**src/hw/fev_defs.svh**
```systemverilog
// Register map, field positions and reset values of the framer event block.
// Included by the design; definitions only.
`ifndef FEV_DEFS_SVH
`define FEV_DEFS_SVH

// Register indices; byte address is four times the index
`define FEV_IDX_STATUS     12'hB04
`define FEV_IDX_ENABLE     12'hB05
`define FEV_IDX_CLEAR      12'hB06
`define FEV_IDX_FRM_CFG    12'h10B
`define FEV_IDX_SIGCHG0    12'h10D
`define FEV_IDX_SIGCHG1    12'h10E
`define FEV_IDX_SIGCHG2    12'h10F

// Event status bit positions
`define FEV_BIT_SIG        5
`define FEV_BIT_ALIGNMENT_SHIFT_FLAG       4
`define FEV_BIT_OOF        3
`define FEV_EVT_MASK       8'h38

// Framing configuration fields: threshold [7:4], window [3:0]
`define FEV_CFG_THR_LSB    4
`define FEV_CFG_WIN_LSB    0
`define FEV_CFG_RESET      8'h24

// Reset values
`define FEV_STATUS_RESET   8'h00
`define FEV_ENABLE_RESET   8'h00

`endif

```
**src/hw/fev_pkg.sv**
```systemverilog
// Types shared by the framer event block.
// Needs nothing from its surroundings.
package fev_pkg;

  // Frame alignment state of the receive framer
  typedef enum logic [0:0] {
    FEV_IN_FRAME,
    FEV_OUT_OF_FRAME
  } fev_sync_e;

  typedef logic [7:0] fev_reg_t;

endpackage

```
**src/hw/fev_event_status.sv**
```systemverilog
// Upper event status bits of the receive T1 framer, with per-channel
// signaling change registers, out-of-frame monitor and interrupt logic.
// Assumes one clock, synchronous framer inputs and an Avalon-MM master.
// Framer inputs are single-cycle pulses from the receive framer.
// Software polls or takes the level interrupt, then reads to clear.
//
// Operation
// RULE1 - Event flags hold until status read, then clear; all start at zero.
// RULE2 - Signaling flag bit 5 sets on any ABCD change in 24 channels.
// RULE3 - Per-channel signaling change bits kept in three separate registers.
// RULE4 - Alignment shift flag bit 4 sets when framing bits change position.
// RULE5 - Frame loss change flag bit 3 sets on declare and clear of OOF.
// RULE6 - OOF declared when threshold errors occur within configured window.
// RULE7 - Interrupt raised for a latched event only if its enable is set.
// RULE8 - Status bits 7 and 6 have no T1 function; they read zero.
// RULE9 - Event in same cycle as clearing read keeps its flag set.
`timescale 1ns/10ps
`include "fev_defs.svh"

module fev_event_status #(
  parameter int CHANNELS = 24,
  parameter int POS_W    = 8
) (
  // Clock and reset
  input  wire logic        REF_CLK,
  input  wire logic        SYS_RST,
  // Avalon-MM slave
  input  wire logic [13:0] ADDRESS,
  input  wire logic        READ,
  input  wire logic        WRITE,
  input  wire logic [31:0] WRITEDATA,
  input  wire logic [3:0]  BYTEENABLE,
  output logic      [31:0] READDATA,
  output logic             WAITREQUEST,
  // Received signaling bits, one channel per pulse
  input  wire logic        SIG_VALID,
  input  wire logic [4:0]  SIG_CHAN,
  input  wire logic [3:0]  SIG_ABCD,
  // Framing bit checks, one per received framing bit
  input  wire logic        FBIT_VALID,
  input  wire logic        FBIT_ERR,
  // Framing search result: alignment found at position
  input  wire logic        ALIGN_VALID,
  input  wire logic [POS_W-1:0] ALIGN_POS,
  // Frame state and interrupt
  output logic             OUT_OF_FRAME,
  output logic             IRQ
);

  // Bus state
  logic                 req;
  logic                 accept;
  logic [11:0]          idx;
  logic                 wr_lane;
  logic [7:0]           rd_value;
  // Registers
  fev_pkg::fev_reg_t    status;
  fev_pkg::fev_reg_t    enable;
  fev_pkg::fev_reg_t    frm_cfg;
  logic [CHANNELS-1:0]  sig_chg;
  // Signaling memory
  logic [3:0]           sig_last [CHANNELS];
  logic [CHANNELS-1:0]  sig_seen;
  // Alignment and frame monitor
  logic [POS_W-1:0]     align_pos;
  logic                 align_known;
  fev_pkg::fev_sync_e   sync_state;
  logic [3:0]           win_cnt;
  logic [3:0]           err_cnt;
  // Event pulses and clear masks
  logic                 ev_sig;
  logic                 ev_alignment_shift_flag;
  logic                 ev_oof;
  logic [7:0]           next_status;
  logic [7:0]           status_clr;
  logic [CHANNELS-1:0]  next_sig_chg;
  logic [CHANNELS-1:0]  sig_hit;
  logic [CHANNELS-1:0]  sig_clr;
  logic [3:0]           thr;
  logic [3:0]           win;
  // Register selects and qualified strobes
  logic                 sel_status;
  logic                 sel_enable;
  logic                 sel_clear;
  logic                 sel_frm_cfg;
  logic                 sel_chg0;
  logic                 sel_chg1;
  logic                 sel_chg2;
  logic                 rd_take;
  logic                 rd_status;
  logic                 wr_enable;
  logic                 wr_frm_cfg;
  logic                 wr_clear;
  logic [7:0]           pending;

  // Bus decode
  assign req     = READ | WRITE;
  assign accept  = req & ~WAITREQUEST;
  assign idx     = ADDRESS[13:2];
  assign wr_lane = WRITE & accept & BYTEENABLE[0];
  assign thr     = frm_cfg[`FEV_CFG_THR_LSB +: 4];
  assign win     = frm_cfg[`FEV_CFG_WIN_LSB +: 4];

  // One select per mapped word
  assign sel_status  = (idx == `FEV_IDX_STATUS);
  assign sel_enable  = (idx == `FEV_IDX_ENABLE);
  assign sel_clear   = (idx == `FEV_IDX_CLEAR);
  assign sel_frm_cfg = (idx == `FEV_IDX_FRM_CFG);
  assign sel_chg0    = (idx == `FEV_IDX_SIGCHG0);
  assign sel_chg1    = (idx == `FEV_IDX_SIGCHG1);
  assign sel_chg2    = (idx == `FEV_IDX_SIGCHG2);

  // Strobes valid only on the accepting edge
  // Acting on the taken edge as well would apply a write twice
  assign rd_take    = READ & accept;
  assign rd_status  = rd_take & sel_status;
  assign wr_enable  = wr_lane & sel_enable;
  assign wr_frm_cfg = wr_lane & sel_frm_cfg;
  assign wr_clear   = wr_lane & sel_clear;

  // Read mux; unmapped and write-only locations read zero
  // Clear register is write-only, so it falls to the default
  // Reserved status bits masked here as well as in the flop
  always_comb begin
    rd_value = 8'h00;
    case (idx)
      `FEV_IDX_STATUS:  rd_value = status & `FEV_EVT_MASK;   // RULE8
      `FEV_IDX_ENABLE:  rd_value = enable;
      `FEV_IDX_FRM_CFG: rd_value = frm_cfg;
      `FEV_IDX_SIGCHG0: rd_value = sig_chg[7:0];
      `FEV_IDX_SIGCHG1: rd_value = sig_chg[15:8];
      `FEV_IDX_SIGCHG2: rd_value = sig_chg[23:16];
      default:          rd_value = 8'h00;
    endcase
  end

  // One wait cycle, then a single-cycle answer
  // The wait lets read data come from a flop, so the bus
  // never sees a combinational path from the address
  always_ff @(posedge REF_CLK) begin
    if (SYS_RST) begin
      WAITREQUEST <= 1'b1;
    end else if (req && WAITREQUEST) begin
      WAITREQUEST <= 1'b0;
    end else begin
      WAITREQUEST <= 1'b1;
    end
  end

  // Read data captured as waitrequest falls
  // Loaded only on the taken edge so it stands through the answer
  always_ff @(posedge REF_CLK) begin
    if (SYS_RST) begin
      READDATA <= 32'h0000_0000;
    end else if (READ && WAITREQUEST) begin
      READDATA <= {24'h00_0000, rd_value};
    end
  end

  // Writable control registers
  // Enable keeps only the event bits; cfg takes the whole byte
  // Writes without the low byte lane are dropped
  always_ff @(posedge REF_CLK) begin
    if (SYS_RST) begin
      enable  <= `FEV_ENABLE_RESET;
      frm_cfg <= `FEV_CFG_RESET;
    end else begin
      if (wr_enable) begin
        enable <= WRITEDATA[7:0] & `FEV_EVT_MASK;
      end
      if (wr_frm_cfg) begin
        frm_cfg <= WRITEDATA[7:0];
      end
    end
  end

  // Signaling change detection, one compare per channel
  // First value after reset is only stored; it is not a change
  genvar ch;
  generate
    for (ch = 0; ch < CHANNELS; ch++) begin : g_chan
      logic hit;
      assign hit = SIG_VALID && (SIG_CHAN == 5'(ch));
      assign sig_hit[ch] = hit && sig_seen[ch] &&
                           (sig_last[ch] != SIG_ABCD);       // RULE2
      always_ff @(posedge REF_CLK) begin
        if (SYS_RST) begin
          sig_last[ch] <= 4'h0;
          sig_seen[ch] <= 1'b0;
        end else if (hit) begin
          sig_last[ch] <= SIG_ABCD;
          sig_seen[ch] <= 1'b1;
        end
      end
    end
  endgenerate

  // Any channel change raises the common flag
  assign ev_sig = |sig_hit;

  // Channel change bits clear on read of their byte
  // Only returned bits clear, so a change after the capture survives
  always_comb begin
    sig_clr = '0;
    if (rd_take) begin
      if (sel_chg0) sig_clr[7:0]   = READDATA[7:0];
      if (sel_chg1) sig_clr[15:8]  = READDATA[7:0];
      if (sel_chg2) sig_clr[23:16] = READDATA[7:0];
    end
    next_sig_chg = (sig_chg & ~sig_clr) | sig_hit;           // RULE3 RULE9
  end

  // Per-channel change register
  // Same set-wins rule as the status flags
  always_ff @(posedge REF_CLK) begin
    if (SYS_RST) begin
      sig_chg <= '0;
    end else begin
      sig_chg <= next_sig_chg;                               // RULE3
    end
  end

  // Alignment position memory and shift detection
  // First alignment after reset is only remembered
  // A repeat of the same position is not a shift
  assign ev_alignment_shift_flag = ALIGN_VALID && align_known &&
                   (ALIGN_POS != align_pos);                 // RULE4

  always_ff @(posedge REF_CLK) begin
    if (SYS_RST) begin
      align_pos   <= '0;
      align_known <= 1'b0;
    end else if (ALIGN_VALID) begin
      align_pos   <= ALIGN_POS;
      align_known <= 1'b1;
    end
  end

  // Framing error window counters
  // Idle while out of frame; window restarts every set count of bits
  // A threshold of zero never declares the defect
  always_ff @(posedge REF_CLK) begin
    if (SYS_RST) begin
      win_cnt <= 4'h0;
      err_cnt <= 4'h0;
    end else if (sync_state != fev_pkg::FEV_IN_FRAME) begin
      win_cnt <= 4'h0;
      err_cnt <= 4'h0;
    end else if (FBIT_VALID) begin
      if (win_cnt + 4'h1 >= win) begin
        win_cnt <= 4'h0;                                     // RULE6
        err_cnt <= 4'h0;
      end else begin
        win_cnt <= win_cnt + 4'h1;
        err_cnt <= err_cnt + {3'b000, FBIT_ERR};
      end
    end
  end

  // Frame alignment state; errors reaching threshold drop alignment
  // Alignment found while out of frame brings the framer back
  // Any illegal state falls back to out of frame
  always_ff @(posedge REF_CLK) begin
    if (SYS_RST) begin
      sync_state <= fev_pkg::FEV_OUT_OF_FRAME;
    end else begin
      case (sync_state)
        fev_pkg::FEV_IN_FRAME: begin
          if (FBIT_VALID && FBIT_ERR && (thr != 4'h0) &&
              (err_cnt + 4'h1 >= thr)) begin
            sync_state <= fev_pkg::FEV_OUT_OF_FRAME;         // RULE6
          end
        end
        fev_pkg::FEV_OUT_OF_FRAME: begin
          if (ALIGN_VALID) begin
            sync_state <= fev_pkg::FEV_IN_FRAME;
          end
        end
        default: sync_state <= fev_pkg::FEV_OUT_OF_FRAME;
      endcase
    end
  end

  // Declare or clear both count as a change
  // Output lags the state one edge; the flag rises with the output
  always_ff @(posedge REF_CLK) begin
    if (SYS_RST) begin
      OUT_OF_FRAME <= 1'b1;
    end else begin
      OUT_OF_FRAME <= (sync_state == fev_pkg::FEV_OUT_OF_FRAME);
    end
  end

  assign ev_oof = OUT_OF_FRAME !=
                  (sync_state == fev_pkg::FEV_OUT_OF_FRAME); // RULE5

  // Sticky status: read clears returned bits, clear register too
  // Clearing uses the word handed out, not the live flags, so a
  // flag set during the wait cycle survives for the next read
  always_comb begin
    status_clr = 8'h00;
    if (rd_status) begin
      status_clr = READDATA[7:0];                            // RULE1
    end
    if (wr_clear) begin
      status_clr = status_clr | WRITEDATA[7:0];
    end
    next_status = status & ~status_clr;
    next_status[`FEV_BIT_SIG]  = next_status[`FEV_BIT_SIG]  | ev_sig;
    next_status[`FEV_BIT_ALIGNMENT_SHIFT_FLAG] = next_status[`FEV_BIT_ALIGNMENT_SHIFT_FLAG] | ev_alignment_shift_flag;
    next_status[`FEV_BIT_OOF]  = next_status[`FEV_BIT_OOF]  | ev_oof;
  end

  // Status register; set wins over clear
  // Reserved bits forced low so they can never read back set
  always_ff @(posedge REF_CLK) begin
    if (SYS_RST) begin
      status <= `FEV_STATUS_RESET;                           // RULE1
    end else begin
      status <= next_status & `FEV_EVT_MASK;                 // RULE9 RULE8
    end
  end

  // Pending bits: a flag that is both latched and enabled
  genvar pb;
  generate
    for (pb = 0; pb < 8; pb++) begin : g_pend
      assign pending[pb] = next_status[pb] & enable[pb];     // RULE7
    end
  endgenerate

  // Level interrupt from enabled flags
  // Built from next status so the level rises with the flag
  always_ff @(posedge REF_CLK) begin
    if (SYS_RST) begin
      IRQ <= 1'b0;
    end else begin
      IRQ <= |pending;                                       // RULE7
    end
  end

endmodule // fev_event_status

```
**config.mk**
```make
export PLATFORM = sky130hd
export DESIGN_NAME = fev_event_status
export DESIGN_NICKNAME = d
export VERILOG_FILES = /design/src/hw/fev_pkg.sv /design/src/hw/fev_event_status.sv
export VERILOG_INCLUDE_DIRS = /design/src /design/src/hw
export SDC_FILE = /design/constraint.sdc
export NUM_CORES = 1
export LEC_CHECK = 0
export BUFFER_PORTS_ARGS = -buffer_cell sky130_fd_sc_hd__buf_4
export CAP_MARGIN = 10
export CELL_PAD_IN_SITES_DETAIL_PLACEMENT = 0
export CELL_PAD_IN_SITES_GLOBAL_PLACEMENT = 1
export CORE_MARGIN = 8
export CORE_UTILIZATION = 28
export DETAILED_ROUTE_END_ITERATION = 8
export HOLD_SLACK_MARGIN = 0.1
export PLACE_DENSITY_LB_ADDON = 0.25
export SETUP_SLACK_MARGIN = 0.2
export SLEW_MARGIN = 15
export SYNTH_ARGS = -nofsm -noshare
export SYNTH_HDL_FRONTEND = slang
export SYNTH_SLANG_ARGS = --single-unit
```
**constraint.sdc**
```tcl
create_clock -name REF_CLK -period 2.85 [get_ports REF_CLK]
set_clock_uncertainty 0.05 [all_clocks]
set_input_delay 0.57 -clock REF_CLK [delete_from_list [all_inputs] [get_ports REF_CLK]]
set_output_delay 0.57 -clock REF_CLK [all_outputs]
set_load 0.01 [all_outputs]
```
==> results by group, run 1 <==
Routing
  • WL final: 22.8 mm
  • Routed len/inst: 16.2 um
  • DR iter-0 viols: 411
  • Routed Antenna Nets: 0
  • Drt first pass iters: 5
  • Vias per cell: 4.50
  • Total number of vias: 6359
  • DR DRC count: 0

Finish
  • Post-Layout Inst Area: 10800 sq um
  • # nets final: 1044
  • Most frequent cells in the layout: nor2_1, xnor2_1, edfxtp_1
  • Area growth syn-to-layout: 17.7%
  • Share of post-route cells with drive strength above 1: 15.9%
  • Multi-input combinational cell area: 4090 sq um
  • Commonest non-fill, non-tap cell in the layout: nor2_1
  • Number of fillers in the final layout: 3323
  • Core Util, Final: 33.3%
  • Register Area: 4700 sq um
  • Antenna diodes: 0

Synth
  • Dominant synthesized flop cell: edfxtp_1
  • Count of cell types in the netlist: 54
  • Cells after Synth: 895
  • Synth area leader: edfxtp_1
  • Top-area cell type share of the netlist area: 31.4%
  • Post-synthesis sequential area ratio: 51.2%
  • Mean Syn Cell Area: 10.3 sq um
  • Top cells by area, synth: edfxtp_1, dfxtp_1, xnor2_1, nor2_1, and3_1
  • Netlist Area Pre-Place: 9180 sq um
  • Synth Register Bits: 187
  • Ys Warns: 0
  • Number of flops mapped to enable cells by yosys: 96
  • Share of flip-flops with an asynchronous set or reset: 0%

Setup path
  • Kind of critical path: primary input to flip-flop
  • Cell breakdown of the critical path: buf_4 -> buf_12 -> xnor2_1 -> nand4_1 -> nand3_1 -> nand4_1 -> nor4_1 -> a21oi_1 -> a221o_1
  • Worst path top cell family by delay: simple AND/OR/NAND/NOR gates
  • Most frequent CP cell: nand4_1
  • CP peak stage delay: 0.48 ns
  • Startpoint type of the worst setup path: primary input
  • Setup crit end kind: flip-flop
  • Critical Path AT: 2.61 ns
  • Buf+Inv Stages, Crit Path: 2
  • Slowest cell on crit path: nor4_1
  • Critical Path RT: 3.11 ns
  • Crit Path Max Fanout: 24

Floorplanning
  • CORE AREA: 32500 sq um
  • Die area: 38800 sq um
  • I/O Pins: 110
  • Die Ht: 197 um
  • Initial Util: 28.3%
  • Width of the die: 197 um
  • Rows: 66

Timing
  • Final Hold Fails: 0
  • Worst slew margin: 53.8%
  • Tightest Pin Transition: 0.686 ns
  • RSZ-0062 raised after global routing: no
  • Fin. max-slew vios: 0
  • Setup_tns: 0 ns
  • # setup viols final: 0
  • Max Freq: 427 MHz
  • Crit path time final: 2.34 ns
  • Tcrit/Tclk final: 82.3%

Clock network
  • Clk root buf: clkbuf_16
  • Clock Path Buffers: 2
  • Setup bufs post-CTS: 0
  • Htree depth: 4
  • Number of gates resized after cts: 0
  • Num CTS Buffers: 17
  • Reg clk slew, reported paths: 0.07 ns
  • Worst skew pair latency: 0.43 ns
  • Clock Sinks: 187
  • CTS tree: built
  • Cts hold-fix bufs: 0

Power and ir drop
  • Leakage power: 4.01 nW
  • Pwr/cell area: 534 nW/um^2
  • VDD IR-drop max: 0.000438 V

Job
  • Max cap viols: 0

Placement
  • Gpl congestion: 0.732
  • IO buf count: 56
  • Placed Area: 10300 sq um
  • DPL Wire Length: 16.2 mm

GRT
  • First-pass GRT wire length: 36.2 mm
  • Gr usage total: 12.0%
  • Vias in the first global route: 6294
  • Initial antenna violation count: 0
  • Maximum number of pins on one net before global-route repair: 89
  • GRT overflow: 0

Run status
  • Outcome: complete, no violations

Worst hold path
  • HP Class: primary input to flip-flop
power by group:
group / total (mW) / leakage [nW] / switching [mW] / internal (mW)
clock network: 2.26 / 0.272 / 1.04 / 1.23
registers: 2.97 / 1.65 / 0.0475 / 2.92
logic: 0.535 / 2.09 / 0.295 / 0.240
stage by stage:
step                instances  total power, mW  setup slack (ns)  hold WS, ns
floorplan                 918             3.39             0.620        0.385
global placement         1380             3.57            0.0969        0.397
detailed placement       1380             3.58            0.0962        0.406
CTS                      1412             5.86             0.559        0.272
global route             1412             6.01             0.446        0.287
finish                   1412             5.77             0.506        0.298
path summary, 6_finish.rpt:
check | startpoint | endpoint | slack [ns] | depth (start not counted)
worst max-delay path | SIG_ABCD[2] | IRQ$_SDFF_PP0_ | 0.51 | 9
worst min-delay path | WRITE | WAITREQUEST$_SDFF_PP1_ | 0.30 | 2
worst max register to register | sig_last[0][6]$_SDFFCE_PN0P_ | IRQ$_SDFF_PP0_ | 0.70 | 7
worst min register to register | sig_seen[2]$_SDFFE_PP0N_ | sig_seen[2]$_SDFFE_PP0N_ | 0.42 | 2
worst register-to-register path: stages (launching register included):
cell,delay (ns)
edfxtp_1,0.38
xnor2_1,0.14
nand4_1,0.12
nand3_1,0.21
nand4_1,0.17
nor4_1,0.53
a21oi_1,0.15
a221o_1,0.29
registers in the layout, summed over array words and instances, names as in the netlist, 3 cells and up:
signal / cells
frm_cfg: 8
status: 3
READDATA: 8
sig_chg: 24
win_cnt: 4
enable: 3
align_pos: 8
sig_seen: 24
sig_last: 96
err_cnt: 4
synth_stat cells (all sizes together), types with 4 or more instances:
master   count
nor2       119
xnor2      107
edfxtp      96
dfxtp       91
and3        52
o21ai       51
and2        47
clkbuf      42
buf         41
nand4       35
a21oi       32
nand3       31
nand2       24
mux2i       20
ha          12
nor3        12
mux2        11
inv          8
xor2         7
a222oi       5
a2bb2oi      5
nand2b       5
a211oi       4
nor2b        4
o211ai       4
per-layer routing:
metal	vias to the layer above	track usage (%)	share of wire (%)
li1	3225	-	-
met1	3005	16.1	48
met2	115	19.5	48
met3	14	2.47	3.6
met4	0	3.01	0.69
met5	-	0	0
kinds of logic after synthesis:
kind of cell | synth area share [%]
other cells | 0.0408
fa+ha+maj | 1.64
simple gates | 20.1
compound gates | 7.37
xor+xnor | 10.9
buf+inv | 5.16
flops | 51.2
mux | 3.53
final cells by class:
cell class	instances	area share [%]
clock buffer	21	4.17
clock inverter	11	0.868
inverter	8	0.278
multi-input combinational	640	37.8
sequential	187	43.5
tap	442	5.12
timing repair buffer	103	8.20
Note: power is estimated with default switching activity, not from simulation.
==> inputs of run 2 (changes only) <==
--- a/config.mk
+++ b/config.mk
@@ -6,6 +6,7 @@
 export SDC_FILE = /design/constraint.sdc
 export NUM_CORES = 1
 export LEC_CHECK = 0
+export ABC_AREA = 1
 export BUFFER_PORTS_ARGS = -buffer_cell sky130_fd_sc_hd__buf_4
 export CAP_MARGIN = 10
 export CELL_PAD_IN_SITES_DETAIL_PLACEMENT = 0
==> constraint.sdc (replaced) <==
create_clock -name REF_CLK -period 1.9 [get_ports REF_CLK]
set_clock_uncertainty 0.05 [all_clocks]
set_input_delay 0.38 -clock REF_CLK [delete_from_list [all_inputs] [get_ports REF_CLK]]
set_output_delay 0.38 -clock REF_CLK [all_outputs]
set_load 0.01 [all_outputs]
==> results by group, run 2 <==
Run status
  • Outcome: complete, no violations

Routing
  • DR DRC count: 0 (unchanged)
  • Routed Antenna Nets: 0 (unchanged)
  • DR iter-0 viols: 455 (+11%)
  • Vias per cell: 4.29 (-4.8%)
  • Routed len/inst: 14.1 um (-13%)
  • Total number of vias: 8296 (+30%)
  • Drt first pass iters: 5 (unchanged)
  • WL final: 27.2 mm (+19%)

Finish
  • Register Area: 4710 sq um (+0.11%)
  • Antenna diodes: 0 (unchanged)
  • Multi-input combinational cell area: 4210 sq um (+3.0%)
  • Core Util, Final: 35.5% (+2.2 points)
  • Area growth syn-to-layout: 25.4%
  • Commonest non-fill, non-tap cell in the layout: nand2_1
  • Biggest regs: sig_last (96), sig_chg (24), sig_seen (24)
  • Number of fillers in the final layout: 3663 (+10%)
  • Largest register FFs: 96 (unchanged)
  • Top reg by flops: sig_last
  • # nets final: 1555 (+49%)
  • Share of post-route cells with drive strength above 1: 16.3% (+0.46 points)
  • Most frequent cells in the layout: nand2_1, nor2_1, buf_4

Power and ir drop
  • Pwr/cell area: 746 nW/um^2 (+40%)
  • Combinational Power Share: 11.0% (+1.7 points)
  • Clk network pwr share: 40.2% (+1.0 points)
  • Total net switching power: 2.35 mW (+71%)
  • Int Pwr: 6.78 mW (+54%)
  • Part of the power in registers: 48.8% (-2.7 points)
  • VDD IR-drop max: 0.000580 V (+32%)
  • Leakage power: 5.59 nW (+39%)
  • Net Sw Frac: 25.8% (+1.9 points)

Synth
  • Count of cell types in the netlist: 32 (-41%)
  • Synth area leader: edfxtp_1
  • Ys Warns: 0 (unchanged)
  • Count leader, synth: nand2_1
  • Mean Syn Cell Area: 7.38 sq um (-28%)
  • Post-synthesis sequential area ratio: 48.2% (-3.1 points)
  • Top cells by area, synth: edfxtp_1, dfxtp_1, nand2_1, nor2_1, inv_1
  • Top-area cell type share of the netlist area: 29.5% (-1.9 points)
  • Cells after Synth: 1323 (+48%)
  • Dominant synthesized flop cell: edfxtp_1
  • Share of flip-flops with an asynchronous set or reset: 0% (unchanged)
  • Top cells by count, synth: nand2_1, nor2_1, inv_1, edfxtp_1, dfxtp_1
  • Number of flops mapped to enable cells by yosys: 96 (unchanged)
  • Netlist Area Pre-Place: 9770 sq um (+6.4%)
  • Synth Register Bits: 187 (unchanged)

Clock network
  • Num CTS Buffers: 17 (unchanged)
  • Htree depth: 4 (unchanged)
  • Reg clk slew, reported paths: 0.08 ns (about the same)
  • Clock Sinks: 187 (unchanged)
  • Clk root buf: clkbuf_16
  • Worst skew pair latency: 0.44 ns (about the same)
  • CTS tree: built
  • Clock Path Buffers: 2 (unchanged)

Setup path
  • Critical Path RT: 2.22 ns (-0.89 ns)
  • Reg2Reg Setup Slack: 0.18 ns (-0.52 ns)
  • Critical Path AT: 2.04 ns (-0.57 ns)
  • Kind of critical path: flip-flop to flip-flop
  • Crit Path Max Fanout: 8 (-67%)
  • Cell breakdown of the critical path: ha_4 -> ha_4 -> inv_2 -> a21oi_2 -> o21ai_1 -> nand2_1 -> a21oi_2 -> o21ai_2 -> buf_6 -> nor3_2
  • Slowest cell on crit path: dfxtp_4
  • CP peak stage delay: 0.36 ns (-0.12 ns)
  • Startpoint type of the worst setup path: flip-flop
  • Setup crit end kind: flip-flop
  • Buf+Inv Stages, Crit Path: 2 (unchanged)
  • Worst path top cell family by delay: adder cells

Timing
  • Hold Slack: 0.124 ns (-0.174 ns)
  • Worst Slack Setup Final: 0.181 ns (-0.325 ns)
  • Crit path time final: 1.72 ns
  • Fin. max-slew vios: 0 (unchanged)
  • Max Freq: 582 MHz
  • Tcrit/Tclk final: 90.5%
  • Final Hold Fails: 0 (unchanged)
  • RSZ-0062 raised after global routing: yes
  • Worst slew margin: 64.1% (+10 points)
  • # setup viols final: 0 (unchanged)
  • Tightest Pin Transition: 0.537 ns (-0.149 ns)

Worst hold path
  • HP Class: primary input to flip-flop

Floorplanning
  • Width of the die: 203 um (+2.9%)
  • Rows: 68 (+3.0%)
  • Initial Util: 28.3% (+0.054 points)
  • Die Ht: 203 um (+2.9%)
  • I/O Pins: 110 (unchanged)
  • CORE AREA: 34500 sq um (+6.2%)
  • Die area: 41100 sq um (+5.9%)

Placement
  • Place WS: -0.131 ns (-0.228 ns)
  • Gpl congestion: 0.756 (+3.2%)
  • IO buf count: 56 (unchanged)
  • DPL Wire Length: 20.4 mm (+26%)

GRT
  • Maximum number of pins on one net before global-route repair: 45 (-49%)
  • First-pass GRT wire length: 43.2 mm (+19%)
  • Vias in the first global route: 7957 (+26%)
  • Gr usage total: 13.4% (+1.4 points)
  • Initial antenna violation count: 0 (unchanged)
  • GRT overflow: 0 (unchanged)

Job
  • Max cap viols: 0 (unchanged)
==> run 2: cells by family after synthesis <==
kind of cell	after synthesis	share of synthesized area, %
and+or+nand+nor	709	28.9
buffers and inverters	235	10.4
DFF	187	48.2
AOI/OAI and AO/OA	146	8.02
xor gates and xnor gates	33	2.96
adders and majority gates	12	1.54
other	1	0.0384
==> run 2: power groups by stage <==
stage / registers [mW] / clock network (mW) / logic [mW]
after floorplan: 4.54 / 0 / 0.604
after global placement: 4.55 / 0 / 0.985
after detailed placement: 4.55 / 0 / 0.996
after CTS: 4.46 / 3.78 / 1.02
after global routing: 4.48 / 3.94 / 1.14
final: 4.46 / 3.67 / 1.00
==> run 2: worst min-delay path, stage by stage <==
cell and delay (ns):
buf_4 0.09, nor2_1 0.04, nor2_1 0.08
==> run 2: worst paths after layout <==
kind / startpoint / to / depth (start not counted)
worst min-delay path: ALIGN_POS[3] / align_pos[3]$_SDFFE_PP0P_ / 3
worst max-delay path: win_cnt[0]$_SDFFE_PP0P_ / err_cnt[0]$_SDFFE_PP0P_ / 10
worst max register to register: win_cnt[0]$_SDFFE_PP0P_ / err_cnt[0]$_SDFFE_PP0P_ / 10
worst min register to register: sig_seen[10]$_SDFFE_PP0N_ / sig_seen[10]$_SDFFE_PP0N_ / 2
==> run 2: layer usage <==
layer | part of all wire (%) | global-route usage [%] | up-vias | routed length (um)
met4 | 0.62 | 2.64 | 0 | 168
met3 | 3.4 | 2.50 | 10 | 927
met2 | 47 | 21.9 | 112 | 12900
met5 | 0 | 0 | - | 0
li1 | - | - | 4398 | -
met1 | 49 | 18.2 | 3776 | 13200
==> run 2: final cells by class <==
cell class	instances	area share [%]
Inverter	162	4.98
Clock inverter	13	0.991
Multi-Input combinational cell	924	34.4
Clock buffer	19	3.88
Tap cell	455	4.65
Timing Repair Buffer	176	12.6
Sequential cell	187	38.5
==> run 2: stage by stage <==
| step | power [mW] | cell area, sq um | TNS, ns | cells |
|---|---|---|---|---|
| 5_1_grt | 9.56 | 12200 | 0 | 1936 |
| 2_1_floorplan | 5.15 | 9860 | 0 | 1346 |
| 4_1_cts | 9.26 | 12200 | 0 | 1936 |
| 6_report | 9.14 | 12200 | 0 | 1936 |
| 3_3_place_gp | 5.53 | 11500 | -0.211 | 1899 |
| 3_5_place_dp | 5.55 | 11500 | -0.204 | 1899 |
==> run 2: what timing repair did <==
action	in CTS	in global routing
resized for setup	13	6
endpoints found under the hold margin	2	0
buffers inserted	2	0
endpoints found under the setup margin	8	11
hold buffers	3	0
pin swaps	4	6
==> inputs of run 3 (changes only) <==
--- a/config.mk
+++ b/config.mk
@@ -7,15 +7,17 @@
 export NUM_CORES = 1
 export LEC_CHECK = 0
 export ABC_AREA = 1
+export ABC_CLOCK_PERIOD_IN_PS = 1900
 export BUFFER_PORTS_ARGS = -buffer_cell sky130_fd_sc_hd__buf_4
 export CAP_MARGIN = 10
 export CELL_PAD_IN_SITES_DETAIL_PLACEMENT = 0
 export CELL_PAD_IN_SITES_GLOBAL_PLACEMENT = 1
 export CORE_MARGIN = 8
-export CORE_UTILIZATION = 28
+export CORE_UTILIZATION = 39
 export DETAILED_ROUTE_END_ITERATION = 8
 export HOLD_SLACK_MARGIN = 0.1
 export PLACE_DENSITY_LB_ADDON = 0.25
+export REMOVE_ABC_BUFFERS = 1
 export SETUP_SLACK_MARGIN = 0.2
 export SLEW_MARGIN = 15
 export SYNTH_ARGS = -nofsm -noshare
==> results by group, run 3 (synthesis results as in run 2) <==
Run status
  • Outcome: complete, no violations

Finish
  • Number of fillers in the final layout: 2510 (-31%)
  • Largest register FFs: 96 (unchanged)
  • Most frequent cells in the layout: nand2_1, nor2_1, inv_1
  • Post-Layout Inst Area: 11900 sq um (-2.5%)
  • Biggest regs: sig_last (96), sig_chg (24), sig_seen (24)
  • Area growth syn-to-layout: 22.3%
  • Multi-input combinational cell area: 4240 sq um (+0.68%)
  • # nets final: 1539 (-1.0%)
  • Commonest non-fill, non-tap cell in the layout: nand2_1
  • Non-Filler Instances: 1795 (-7.3%)
  • Share of post-route cells with drive strength above 1: 16.1% (-0.23 points)
  • Antenna diodes: 0 (unchanged)
  • Top reg by flops: sig_last
  • Register Area: 4710 sq um (unchanged)

Routing
  • Routed Antenna Nets: 0 (unchanged)
  • WL final: 25.8 mm (-5.2%)
  • Vias per cell: 4.69 (+9.4%)
  • Total number of vias: 8415 (+1.4%)
  • DR iter-0 viols: 544 (+20%)
  • DR DRC count: 0 (unchanged)
  • Routed len/inst: 14.4 um (+2.3%)
  • Drt first pass iters: 5 (unchanged)

Worst hold path
  • WHS Path Cells: 2 (-1)
  • Hold path endpoint: WAITREQUEST$_SDFF_PP1_
  • HP Class: primary input to flip-flop
  • Worst Hold Launch: READ

Clock network
  • Worst skew pair latency: 0.43 ns (about the same)
  • CTS tree: built
  • Reg clk slew, reported paths: 0.07 ns (about the same)
  • Clock Path Buffers: 2 (unchanged)
  • Clk root buf: clkbuf_16
  • Num CTS Buffers: 17 (unchanged)
  • Clock Sinks: 187 (unchanged)
  • Htree depth: 4 (unchanged)

Floorplanning
  • Initial Util: 39.2% (+11 points)
  • I/O Pins: 110 (unchanged)
  • CORE AREA: 24900 sq um (-28%)
  • Width of the die: 174 um (-14%)
  • Die area: 30400 sq um (-26%)
  • Die Ht: 174 um (-14%)
  • Rows: 58 (-15%)

Power and ir drop
  • Leakage power: 5.49 nW (-1.8%)
  • Pwr/cell area: 752 nW/um^2 (+0.81%)
  • Total power draw: 8.98 mW (-1.7%)
  • VDD IR-drop max: 0.000473 V (-18%)

Placement
  • Gpl congestion: 0.809 (+7.0%)
  • Place WS: -0.187 ns (-0.0557 ns)
  • Placed insts: 1759 (-7.4%)
  • IO buf count: 56 (unchanged)
  • Placed Area: 11200 sq um (-2.6%)
  • DPL Wire Length: 18.8 mm (-7.5%)

Setup path
  • FF-to-FF Start: win_cnt[0]$_SDFFE_PP0P_
  • Crit Path Max Fanout: 8 (unchanged)
  • Setup crit end kind: flip-flop
  • Path depth of the worst reg2reg path: 9 (-1)
  • Critical Path AT: 1.98 ns (-0.06 ns)
  • Critical Path RT: 2.21 ns (about the same)
  • Kind of critical path: flip-flop to flip-flop
  • Startpoint type of the worst setup path: flip-flop
  • Reg2Reg Setup Slack: 0.23 ns (+0.04 ns)
  • Reg2reg end: win_cnt[3]$_SDFFE_PP0P_

Timing
  • Tightest Pin Transition: 0.646 ns (+0.109 ns)
  • Max Freq: 597 MHz (+2.6%)
  • Worst slew margin: 56.9% (-7.1 points)
  • Crit path time final: 1.67 ns (-0.0442 ns)
  • Hold Slack: 0.127 ns (+0.00273 ns)
  • Final Hold Fails: 0 (unchanged)
  • RSZ-0062 raised after global routing: yes
  • Tcrit/Tclk final: 88.2% (-2.3 points)
  • Fin. max-slew vios: 0 (unchanged)
  • Worst Slack Setup Final: 0.225 ns (+0.0442 ns)
  • # setup viols final: 0 (unchanged)

GRT
  • M2 GR Usage: 28.2% (+6.3 points)
  • Met1 usage: 22.3% (+4.1 points)
  • Vias in the first global route: 7948 (-0.11%)
  • Gr usage total: 16.8% (+3.5 points)
  • Initial antenna violation count: 0 (unchanged)
  • GRT overflow: 0 (unchanged)
  • Busiest metal layer after global routing: met2
  • First-pass GRT wire length: 40.9 mm (-5.4%)
  • Maximum number of pins on one net before global-route repair: 56 (+24%)
  • M3 GR Usage: 2.71% (+0.21 points)

Job
  • Max cap viols: 0 (unchanged)
-- run 3: worst max-delay path, stage by stage (launching register included) --
cell and delay (ns):
dfxtp_2 0.34, ha_4 0.16, xor2_2 0.15, ha_1 0.28, o21ai_1 0.09, nand2_1 0.08
a21oi_2 0.13, o21ai_2 0.06, buf_6 0.14, a211oi_2 0.13
-- run 3: where the power goes --
group          total (mW)  internal [mW]  switching, mW
combinational       0.972          0.378          0.593
clock                3.55           1.96           1.59
sequential           4.47           4.39         0.0763
total                8.98           6.73           2.26
-- run 3: repair_timing --
action | CTS | global route
hold buffers | 1 | 0
setup endpoints to repair | 8 | 10
resized for setup | 12 | 17
endpoints found under the hold margin | 1 | 0
buffers inserted | 1 | 2
gates cloned | 0 | 0
pin swaps | 5 | 6
-- run 3: per-layer routing --
| metal | vias to the layer above | wire length, um |
|---|---|---|
| li1 | 4366 | - |
| met4 | 0 | 215 |
| met2 | 144 | 12300 |
| met5 | - | 0 |
| met3 | 18 | 1040 |
| met1 | 3887 | 12300 |
-- run 3: cell type report --
type | count | share of cell area [%]
Clock buffer | 20 | 3.66
Clock inverter | 12 | 1.15
Inverter | 162 | 5.09
Multi-Input combinational cell | 924 | 35.5
Sequential cell | 187 | 39.4
Tap cell | 330 | 3.46
Timing Repair Buffer | 160 | 11.7
-- run 3: how the worst max path moves through the flow --
stage | start | to | slack [ns] | cells after the start
2_1_floorplan | SYS_RST | sig_last[0][13]$_SDFFCE_PN0P_ | -0.31 | 3
3_3_place_gp | SIG_ABCD[0] | IRQ$_SDFF_PP0_ | -0.13 | 15
3_5_place_dp | SIG_CHAN[1] | IRQ$_SDFF_PP0_ | -0.19 | 13
4_1_cts | win_cnt[0]$_SDFFE_PP0P_ | win_cnt[3]$_SDFFE_PP0P_ | 0.19 | 10
5_1_grt | win_cnt[0]$_SDFFE_PP0P_ | win_cnt[3]$_SDFFE_PP0P_ | 0.15 | 10
6_report | win_cnt[0]$_SDFFE_PP0P_ | win_cnt[3]$_SDFFE_PP0P_ | 0.23 | 9
-- run 3: per-stage QoR --
stage	TNS [ns]	util, %
after floorplan	-61.88	-
after global placement	-0.930	45.1
after detailed placement	-1.43	45.1
after CTS	0	47.7
after global routing	0	48.0
final	0	48.0
